--- config.mk ---
export PLATFORM = sky130hd
export DESIGN_NAME = stereo_dac_serial_input
export DESIGN_NICKNAME = d
export VERILOG_FILES = /design/src/design/dac_serial_pkg.sv /design/src/design/stereo_dac_serial_input.sv
export SDC_FILE = /design/constraint.sdc
export NUM_CORES = 2
export LEC_CHECK = 0
export CELL_PAD_IN_SITES_DETAIL_PLACEMENT = 1
export CELL_PAD_IN_SITES_GLOBAL_PLACEMENT = 2
export CORE_MARGIN = 8
export CORE_UTILIZATION = 42
export DETAILED_ROUTE_END_ITERATION = 16
export DONT_BUFFER_PORTS = 1
export PLACE_DENSITY_LB_ADDON = 0.1
export SYNTH_ARGS = -nofsm -noshare
export SYNTH_HDL_FRONTEND = slang
export SYNTH_HIERARCHICAL = 1
export SYNTH_SLANG_ARGS = --single-unit
--- constraint.sdc ---
create_clock -name i_mclk -period 4.7 [get_ports i_mclk]
set_input_delay 0.705 -clock i_mclk [delete_from_list [all_inputs] [get_ports i_mclk]]
set_output_delay 0.705 -clock i_mclk [all_outputs]
set_load 0.01 [all_outputs]
--- src/design/dac_serial_pkg.sv ---
/*
 * Shared constants and carriers for the stereo serial sample input.
 * Assumes a 40 MHz system clock that is at least four times the bit clock.
 */
package dac_serial_pkg;

   // -----------------------------------------------------------------
   // Sizes, counts and reset values
   // -----------------------------------------------------------------
   localparam int          SAMPLE_BITS       = 16;
   localparam int          FIFO_DEPTH        = 32;
   localparam int          MCLK_HZ           = 40_000_000;
   localparam int          BCLK_MAX_HZ       = 10_000_000;
   localparam int          MIN_MCLK_PER_BCLK = 4;
   // 4.5 bit clocks after a word ends, counted in bit clock half periods
   localparam int          UPDATE_HALF_EDGES = 9;
   localparam logic [15:0] SAMPLE_RESET      = 16'h0000;

   // -----------------------------------------------------------------
   // Carriers
   // -----------------------------------------------------------------
   typedef struct packed {
      logic bclk;
      logic strobe;
      logic data_l;
      logic pol_or_r;
      logic fmt;
   } pins_t;

   typedef struct packed {
      logic [SAMPLE_BITS-1:0] left;
      logic [SAMPLE_BITS-1:0] right;
   } pair_t;

endpackage : dac_serial_pkg

--- src/design/stereo_dac_serial_input.sv ---
/*
 * Serial sample receiver with a pair FIFO and an in-phase output stage.
 * Assumes the five link pins are asynchronous to i_mclk and the bit clock is slow
 * enough that each of its levels lasts several i_mclk cycles.
 */
`timescale 1ns/1ps

// -----------------------------------------------------------------------
// Pair FIFO
// -----------------------------------------------------------------------
module sample_fifo #(
   parameter int WIDTH = 32,
   parameter int DEPTH = 32
) (
   input  wire logic             i_mclk,
   input  wire logic             i_rst,
   input  wire logic             i_in_valid,
   output logic                  o_in_ready,
   input  wire logic [WIDTH-1:0] i_in_data,
   output logic                  o_out_valid,
   input  wire logic             i_out_ready,
   output logic      [WIDTH-1:0] o_out_data
);
   localparam int AW = $clog2(DEPTH);
   if (DEPTH < 2 || (1 << AW) != DEPTH)
   begin : g_bad_depth
      $error("sample_fifo depth must be a power of two, at least 2");
   end
   typedef struct packed {
      logic [DEPTH-1:0][WIDTH-1:0] mem;
      logic [AW:0]                 wr_ptr;
      logic [AW:0]                 rd_ptr;
   } fifo_state_t;
   fifo_state_t st_reg;
   fifo_state_t st_next;
   logic        full;
   logic        empty;
   // Extra pointer bit tells full from empty
   assign full        = (st_reg.wr_ptr[AW] != st_reg.rd_ptr[AW]) &&
                        (st_reg.wr_ptr[AW-1:0] == st_reg.rd_ptr[AW-1:0]);
   assign empty       = (st_reg.wr_ptr == st_reg.rd_ptr);
   assign o_in_ready  = !full;
   assign o_out_valid = !empty;
   assign o_out_data  = st_reg.mem[st_reg.rd_ptr[AW-1:0]];

   // Push and pop may happen in the same cycle
   always_comb
   begin
      st_next = st_reg;
      if (i_in_valid && !full)
      begin
         st_next.mem[st_reg.wr_ptr[AW-1:0]] = i_in_data;
         st_next.wr_ptr                     = st_reg.wr_ptr + 1'b1;
      end
      if (i_out_ready && !empty)
      begin
         st_next.rd_ptr = st_reg.rd_ptr + 1'b1;
      end
   end
   always_ff @(posedge i_mclk)
   begin
      if (i_rst)
         st_reg <= '0;
      else
         st_reg <= st_next;
   end
endmodule : sample_fifo

// -----------------------------------------------------------------------
// Serial input front end
// -----------------------------------------------------------------------
module stereo_dac_serial_input #(
   parameter int SAMPLE_BITS       = dac_serial_pkg::SAMPLE_BITS,
   parameter int FIFO_DEPTH        = dac_serial_pkg::FIFO_DEPTH,
   parameter int UPDATE_HALF_EDGES = dac_serial_pkg::UPDATE_HALF_EDGES
) (
   input  wire logic                   i_mclk,
   input  wire logic                   i_rst,
   input  wire logic                   i_bit_clock,
   input  wire logic                   i_channel_word_strobe,
   input  wire logic                   i_shared_or_left_serial_input,
   input  wire logic                   i_polarity_or_right_input,
   input  wire logic                   i_format_select,
   input  wire logic                   i_dac_ready,
   output logic      [SAMPLE_BITS-1:0] o_left_sample,
   output logic      [SAMPLE_BITS-1:0] o_right_sample,
   output logic                        o_update,
   output logic                        o_overrun
);
   localparam int CW = $clog2(UPDATE_HALF_EDGES + 1);

   if (SAMPLE_BITS != dac_serial_pkg::SAMPLE_BITS || UPDATE_HALF_EDGES < 1 ||
       dac_serial_pkg::MCLK_HZ < dac_serial_pkg::MIN_MCLK_PER_BCLK * dac_serial_pkg::BCLK_MAX_HZ)
   begin : g_bad_params
      $error("stereo_dac_serial_input parameters not supported");
   end

   typedef struct packed {
      dac_serial_pkg::pins_t  sync1;
      dac_serial_pkg::pins_t  sync2;
      logic                   bclk_prev;
      logic                   strobe_prev;
      logic                   primed;
      logic [SAMPLE_BITS-1:0] shift_l;
      logic [SAMPLE_BITS-1:0] shift_r;
      logic [SAMPLE_BITS-1:0] hold_left;
      dac_serial_pkg::pair_t  pend;
      logic                   pend_valid;
      dac_serial_pkg::pair_t  head;
      logic                   busy;
      logic [CW-1:0]          edge_cnt;
      logic [SAMPLE_BITS-1:0] left_out;
      logic [SAMPLE_BITS-1:0] right_out;
      logic                   update;
      logic                   overrun;
   } top_state_t;

   top_state_t            st_reg;
   top_state_t            st_next;
   logic                  rise;
   logic                  fall;
   logic                  shared_end;
   logic                  sep_end;
   logic                  left_slot;
   logic                  push_req;
   logic                  blocked;
   logic                  fifo_in_ready;
   logic                  fifo_out_valid;
   logic                  fifo_pop;
   dac_serial_pkg::pair_t fifo_data;

   // Edge and word-end decode, all from the second synchroniser stage
   assign rise       = st_reg.sync2.bclk && !st_reg.bclk_prev;
   assign fall       = !st_reg.sync2.bclk && st_reg.bclk_prev;
   assign shared_end = rise && st_reg.primed && !st_reg.sync2.fmt && (st_reg.sync2.strobe != st_reg.strobe_prev);
   assign sep_end    = rise && st_reg.primed && st_reg.sync2.fmt && st_reg.strobe_prev && !st_reg.sync2.strobe;
   assign left_slot  = st_reg.strobe_prev ^ st_reg.sync2.pol_or_r;
   assign push_req   = (shared_end && !left_slot) || sep_end;
   assign blocked    = st_reg.pend_valid && !fifo_in_ready;
   assign fifo_pop   = fifo_out_valid && !st_reg.busy && i_dac_ready;

   sample_fifo #(
      .WIDTH (2 * SAMPLE_BITS),
      .DEPTH (FIFO_DEPTH)
   ) u_fifo (
      .i_mclk      (i_mclk),
      .i_rst       (i_rst),
      .i_in_valid  (st_reg.pend_valid),
      .o_in_ready  (fifo_in_ready),
      .i_in_data   (st_reg.pend),
      .o_out_valid (fifo_out_valid),
      .i_out_ready (fifo_pop),
      .o_out_data  (fifo_data)
   );

   // Next state: synchronise, shift, route words, drain with delay
   always_comb
   begin
      st_next           = st_reg;
      st_next.sync1     = {i_bit_clock, i_channel_word_strobe, i_shared_or_left_serial_input,
                           i_polarity_or_right_input, i_format_select};
      st_next.sync2     = st_reg.sync1;
      st_next.bclk_prev = st_reg.sync2.bclk;
      st_next.update    = 1'b0;
      st_next.overrun   = 1'b0;
      if (st_reg.pend_valid && fifo_in_ready)
         st_next.pend_valid = 1'b0;
      // History follows the pin until the first rise, so reset cannot fake a word end
      if (rise || !st_reg.primed)
         st_next.strobe_prev = st_reg.sync2.strobe;
      if (rise)
      begin
         st_next.primed = 1'b1;
         if (shared_end && left_slot)
            st_next.hold_left = st_reg.shift_l;
         if (push_req)
         begin
            // source cannot wait, so a blocked pair is lost and flagged
            if (blocked)
               st_next.overrun = 1'b1;
            else
            begin
               st_next.pend_valid = 1'b1;
               st_next.pend.left  = sep_end ? st_reg.shift_l : st_reg.hold_left;
               st_next.pend.right = sep_end ? st_reg.shift_r : st_reg.shift_l;
            end
         end
         st_next.shift_l = {st_reg.shift_l[SAMPLE_BITS-2:0], st_reg.sync2.data_l};
         st_next.shift_r = {st_reg.shift_r[SAMPLE_BITS-2:0], st_reg.sync2.pol_or_r};
      end
      if (fifo_pop)
      begin
         st_next.head     = fifo_data;
         st_next.busy     = 1'b1;
         st_next.edge_cnt = '0;
      end
      else if (st_reg.busy && (rise || fall))
      begin
         if (st_reg.edge_cnt == CW'(UPDATE_HALF_EDGES - 1))
         begin
            st_next.left_out  = st_reg.head.left;
            st_next.right_out = st_reg.head.right;
            st_next.update    = 1'b1;
            st_next.busy      = 1'b0;
         end
         else
            st_next.edge_cnt = st_reg.edge_cnt + 1'b1;
      end
   end

   // State register; no clock enable
   always_ff @(posedge i_mclk)
   begin
      if (i_rst)
      begin
         st_reg           <= '0;
         st_reg.left_out  <= dac_serial_pkg::SAMPLE_RESET;
         st_reg.right_out <= dac_serial_pkg::SAMPLE_RESET;
      end
      else
         st_reg <= st_next;
   end

   assign o_left_sample  = st_reg.left_out;
   assign o_right_sample = st_reg.right_out;
   assign o_update       = st_reg.update;
   assign o_overrun      = st_reg.overrun;
endmodule : stereo_dac_serial_input

### Word level (Yosys, flattened, before mapping)

Cells that the tools add are included.

| storage, ports and cells | value |
|---|---|
| register bits after elaboration | 1201 |
| input port bits | 8 |
| output and inout port bits | 34 |
| logic and storage cells | 136 |

| cells by class | value |
|---|---|
| add/subtract/negate cells | 3 |
| $lt $le $gt $ge | 3 |
| equality and inequality tests | 5 |
| muxes and demuxes | 17 |
| bitwise logic cells | 7 |
| reduce and logical (&&, ||, !) cells | 40 |

Operators with widths:

| cell | count |
|---|---|
| $bwmux W1024 | 1 |
| $bmux W32 S5 | 1 |
| $demux W32 S5 | 1 |
| $mux W32 | 2 |
| $mux W38 | 1 |
| $mux W33 | 1 |
| $mux W16 | 2 |
| $logic_and A1 B1 Y1 | 18 |
| $add A6 B1 Y6 const B | 2 |
| $lt A5 B6 Y1 const B | 2 |
| $logic_not A1 Y1 | 9 |
| $eq A6 B6 Y1 | 1 |
| $mux W1 | 6 |
| $not A1 Y1 | 6 |
| $reduce_and A2 Y1 | 3 |
| $reduce_and A3 Y1 | 2 |
| $reduce_or A3 Y1 | 2 |
| $eq A5 B5 Y1 | 1 |
| $ge A5 B1 Y1 const B | 1 |
| $mux W5 | 1 |
| $add A4 B1 Y4 const B | 1 |
| $eq A4 B4 Y1 const B | 1 |
| $mux W4 | 1 |
| $reduce_bool A2 Y1 | 2 |
| other kinds (4) | 7 |

### Logic depth before layout (Yosys ltp)

| logic depth | value |
|---|---|
| depth after elaboration | 9 |
| depth in mapped cells | 15 |
| mapped depth without buffers | 10 |

### Cells and area by module

Netlist, hierarchy kept.

By module, submodules not included:

| module | times used | cells each | area an instance (um^2) | sequential area each (um^2) |
|---|---|---|---|---|
| sample_fifo | 1 | 5326 | 44627.8 | 20739.9 |
| stereo_dac_serial_input | 1 | 729 | 6316.1 | 3303.2 |

### Worst setup path after synthesis

Ideal clock, no wire load.

| timing | value |
|---|---|
| path type | reg-to-reg |
| start | register u_fifo/st_reg[1] (netlist bit) |
| end | register u_fifo/st_reg[3] (netlist bit) |
| library setup time | 0.070 ns |
| arrival | 2.527 ns |
| required time | 4.630 ns |
| slack | 2.102 ns |
| stages on the path, launching flop included | 15 |
| path buffers | 5 |
| cell sequence | dfxtp_1 buf_2 xnor2_1 and3_1 clkbuf_1 clkbuf_1 nand3_1 nand2_1 or2_1 clkbuf_1 inv_2 clkbuf_1 o41ai_2 or3_1 a21oi_1 |

| between the ends | value |
|---|---|
| word-level cells in the longest chain between the ends | 5 |
| elaborated cells between the ends (all ways) | 6 |

RTL lines:

| item | RTL line | RTL |
|---|---|---|
| start, declared | stereo_dac_serial_input.sv:34 | `fifo_state_t st_reg;` |
| start signal, assigned | stereo_dac_serial_input.sv:65 | `st_reg <= st_next;` |
| $eq A6 B6 Y1 | stereo_dac_serial_input.sv:41 | `assign empty = (st_reg.wr_ptr == st_reg.rd_ptr);` |
| $logic_not A1 Y1 | stereo_dac_serial_input.sv:43 | `assign o_out_valid = !empty;` |
| net fifo_out_valid | stereo_dac_serial_input.sv:128 | `logic fifo_out_valid;` |
| $logic_and A1 B1 Y1 (2 in a row) | stereo_dac_serial_input.sv:140 | `assign fifo_pop = fifo_out_valid && !st_reg.busy && i_dac_ready;` |
| net fifo_pop | stereo_dac_serial_input.sv:129 | `logic fifo_pop;` |
| $logic_and A1 B1 Y1 | stereo_dac_serial_input.sv:55 | `if (i_out_ready && !empty)` |

The timed path passes the listed nets, and every way through them passes these cells.
A chain may end at the register's enable or synchronous reset.

==> impl_results.md <==
- Outcome: finished, violations left
- Failing checks: max-slew violations
- Final RePlAce weighted congestion: 0.8088
- Largest net degree at the start of global routing: 1,203
- Vias in the first global route: 43,620
- Drt drc: 0
- Wire length per cell: 26.31 um
- Leak: 17.34 nW
- CTS Root Cell: clkbuf_16
- Hold WS: 0.07506 ns
- H-tree levels: 4
- Max FFs per register: 1,036
- Async S/R FF share, synth: 0%
- RSZ-0062 raised after global routing: false
- Slowest stage cell on the critical path: a2111oi_0
- Avg Inst Size Synth: 8.414 um2
- Critical path data arrival time: 4.05 ns
- Vias: 43,260
- Hold Violations, Final: 0
- Post-Place Cells: 7,209
- Fmax: 0.2896 GHz
- Yosys warning count: 6
- Setup bufs post-CTS: 0
- Drt initial violations: 3,325
- Worst VDD drop: 0.3750 mV
- Final Cell Area: 56,530 um2
- Gate Count Post-Synth: 6,055
- Mapped Nets: 6,071
- Final core utilization: 47.06%
- Max incr delay on CP: 0.98 ns
- Port Buf Inserts: 0
- Worst hold path depth: 1
- DP Area: 51,840 um2
- Number of fill cells: 13,900
- CTS Hold Bufs: 0
- Clock slew at reported path FFs: 0.06 ns
- Class of the worst hold path: in2reg
- Worst-path cell chain: buf_12, mux4_2, a22o_1, a2111oi_0, buf_4, a21oi_1, nand2_1, a21oi_1
- Grt ovf: 0
- Clk buf depth: 3
- Fin crit period: 3.453 ns
- Max Cap Violations: 0
- Worst-Skew Late Latency: 0.77 ns
- DRT Pass-1 Iters: 5
- Vias per cell: 5.793
- HPWL Detailed: 107,200 um
- Fin cells: 7,468
- Cell Pwr Density: 374.4 nW/um2
- Flop and latch count out of synthesis: 1,201
- Crit path launch type: flip-flop
- ANT nets after route: 0
- Worst slack at placement: 1.398 ns
- CTS Buf Count: 139
- Setup tns final: 0 ns
- CTS tree: built
- Post-synthesis cell type count: 58
- Most common cell on crit path: a21oi_1
- Setup crit end kind: flip-flop
- Tot Pwr: 21.17 mW
- Skew final: 0.02308 ns
- Initial Utilization: 42.41%
- Slew headroom: -37.67%
- Clk sinks: 1,201
- Fin crit share: 73.48%
- Post-cts resize count: 0
- GRT Resource Usage Total: 28.60%
- I/O pin total: 42
- Critical path required time: 5.30 ns
- Crit Path Max Fanout: 73
- Worst Setup Slack, final: 1.247 ns
- Mapped Area: 50,940 um2
- Die footprint: 132,700 um2
- Chip height: 364.3 um
- Setup Viol. Count Final: 0
- Row cnt: 127
- Detailed Route WL: 196,400 um
- Sequential area share after synthesis: 47.20%
- Worst setup path class: reg2reg
- Number of flops mapped to enable cells by yosys: 0
- Dominant synthesized flop cell: dfxtp_1
- Die X: 364.3 um
- Fin nets: 5,769
- Share of layout cells above drive strength 1: 11.38%
- Area Overhead vs Synth: 10.97%
- First-pass GRT wire length: 287,400 um
- Core area: 120,100 um2
- Reg2Reg Depth: 8
- Tightest Pin Transition: 2.065 ns
- Slew Limit Fails: 396
- Initial antenna violation count: 3
==> logic make-up after synthesis <==
logic type | count (synthesis) | synth area share [%]
buffers and inverters | 614 | 5.811
AND/OR/NAND/NOR | 2388 | 17.97
adder cells (fa/ha/maj) | 8 | 0.1965
XOR/XNOR | 15 | 0.2579
flip-flops | 1201 | 47.20
AO/OA/AOI/OAI | 1423 | 15.84
multiplexers | 406 | 12.73
==> cell usage in the layout, fill, tap and decap left out, types with 30 or more instances in the layout <==
cell type / n
buf_4: 135
a22o_1: 31
nor2_1: 122
dfxtp_1: 1176
o22ai_1: 31
mux2i_1: 200
mux4_2: 192
clkbuf_16: 150
a22oi_1: 34
nand2_1: 2197
a311oi_1: 33
clkbuf_1: 44
a2111oi_0: 30
a21oi_1: 1158
==> cell type report <==
cell class	instances	area [um2]	area share (%)
timing repair buffer	165	1534	2.713
antenna	3	7.507	0.01328
clock inverter	25	240.2	0.4249
multi-input combinational	4240	24410	43.18
clock buffer	216	4222	7.467
sequential	1201	24080	42.60
tap	1612	2017	3.568
inverter	6	22.52	0.03984
==> Yosys cell counts, types with 33 or more instances <==
| cell | n | area, um2 |
|---|---|---|
| a22oi_1 | 34 | 255.2 |
| nand2_1 | 2198 | 8250 |
| buf_4 | 37 | 277.8 |
| a21oi_1 | 1161 | 5811 |
| mux4_2 | 192 | 4324 |
| clkbuf_1 | 310 | 1164 |
| mux2i_1 | 200 | 2002 |
| nor2_1 | 123 | 461.7 |
| buf_1 | 39 | 146.4 |
| buf_2 | 185 | 925.9 |
| a311oi_1 | 33 | 289.0 |
| buf_6 | 35 | 394.1 |
| dfxtp_1 | 1201 | 24040 |
==> per-layer routing <==
layer / global-route usage (%) / vias up / part of all wire, %
met5: 0 / - / 0
met4: 10.28 / 0 / 3.1
met3: 3.861 / 303 / 5.2
met2: 46.60 / 1125 / 47
met1: 38.90 / 22090 / 45
li1: - / 19750 / -
==> critical path, delay by kind of cell (launching register included) <==
family / cells / cell delay (ns)
flip-flops: 1 / 0.40
AND/OR/NAND/NOR: 1 / 0.07
AO/OA/AOI/OAI: 4 / 1.35
buffers and inverters: 2 / 0.69
multiplexers: 1 / 0.64
==> path summary, 6_finish.rpt <==
check                       startpoint            to  slack, ns
min          i_polarity_or_right_input  st_next[156]       0.08
max                   u_fifo/st_reg[0]    st_reg[52]       1.25
min reg2reg               st_next[155]   st_reg[155]       0.43
max reg2reg           u_fifo/st_reg[0]    st_reg[52]       1.25
==> where the power goes <==
group	internal, mW	switching, mW
clock network	6.32	4.43
logic	0.0314	0.195
registers	10.2	0.00865
Power figures use the tool's default switching activity.
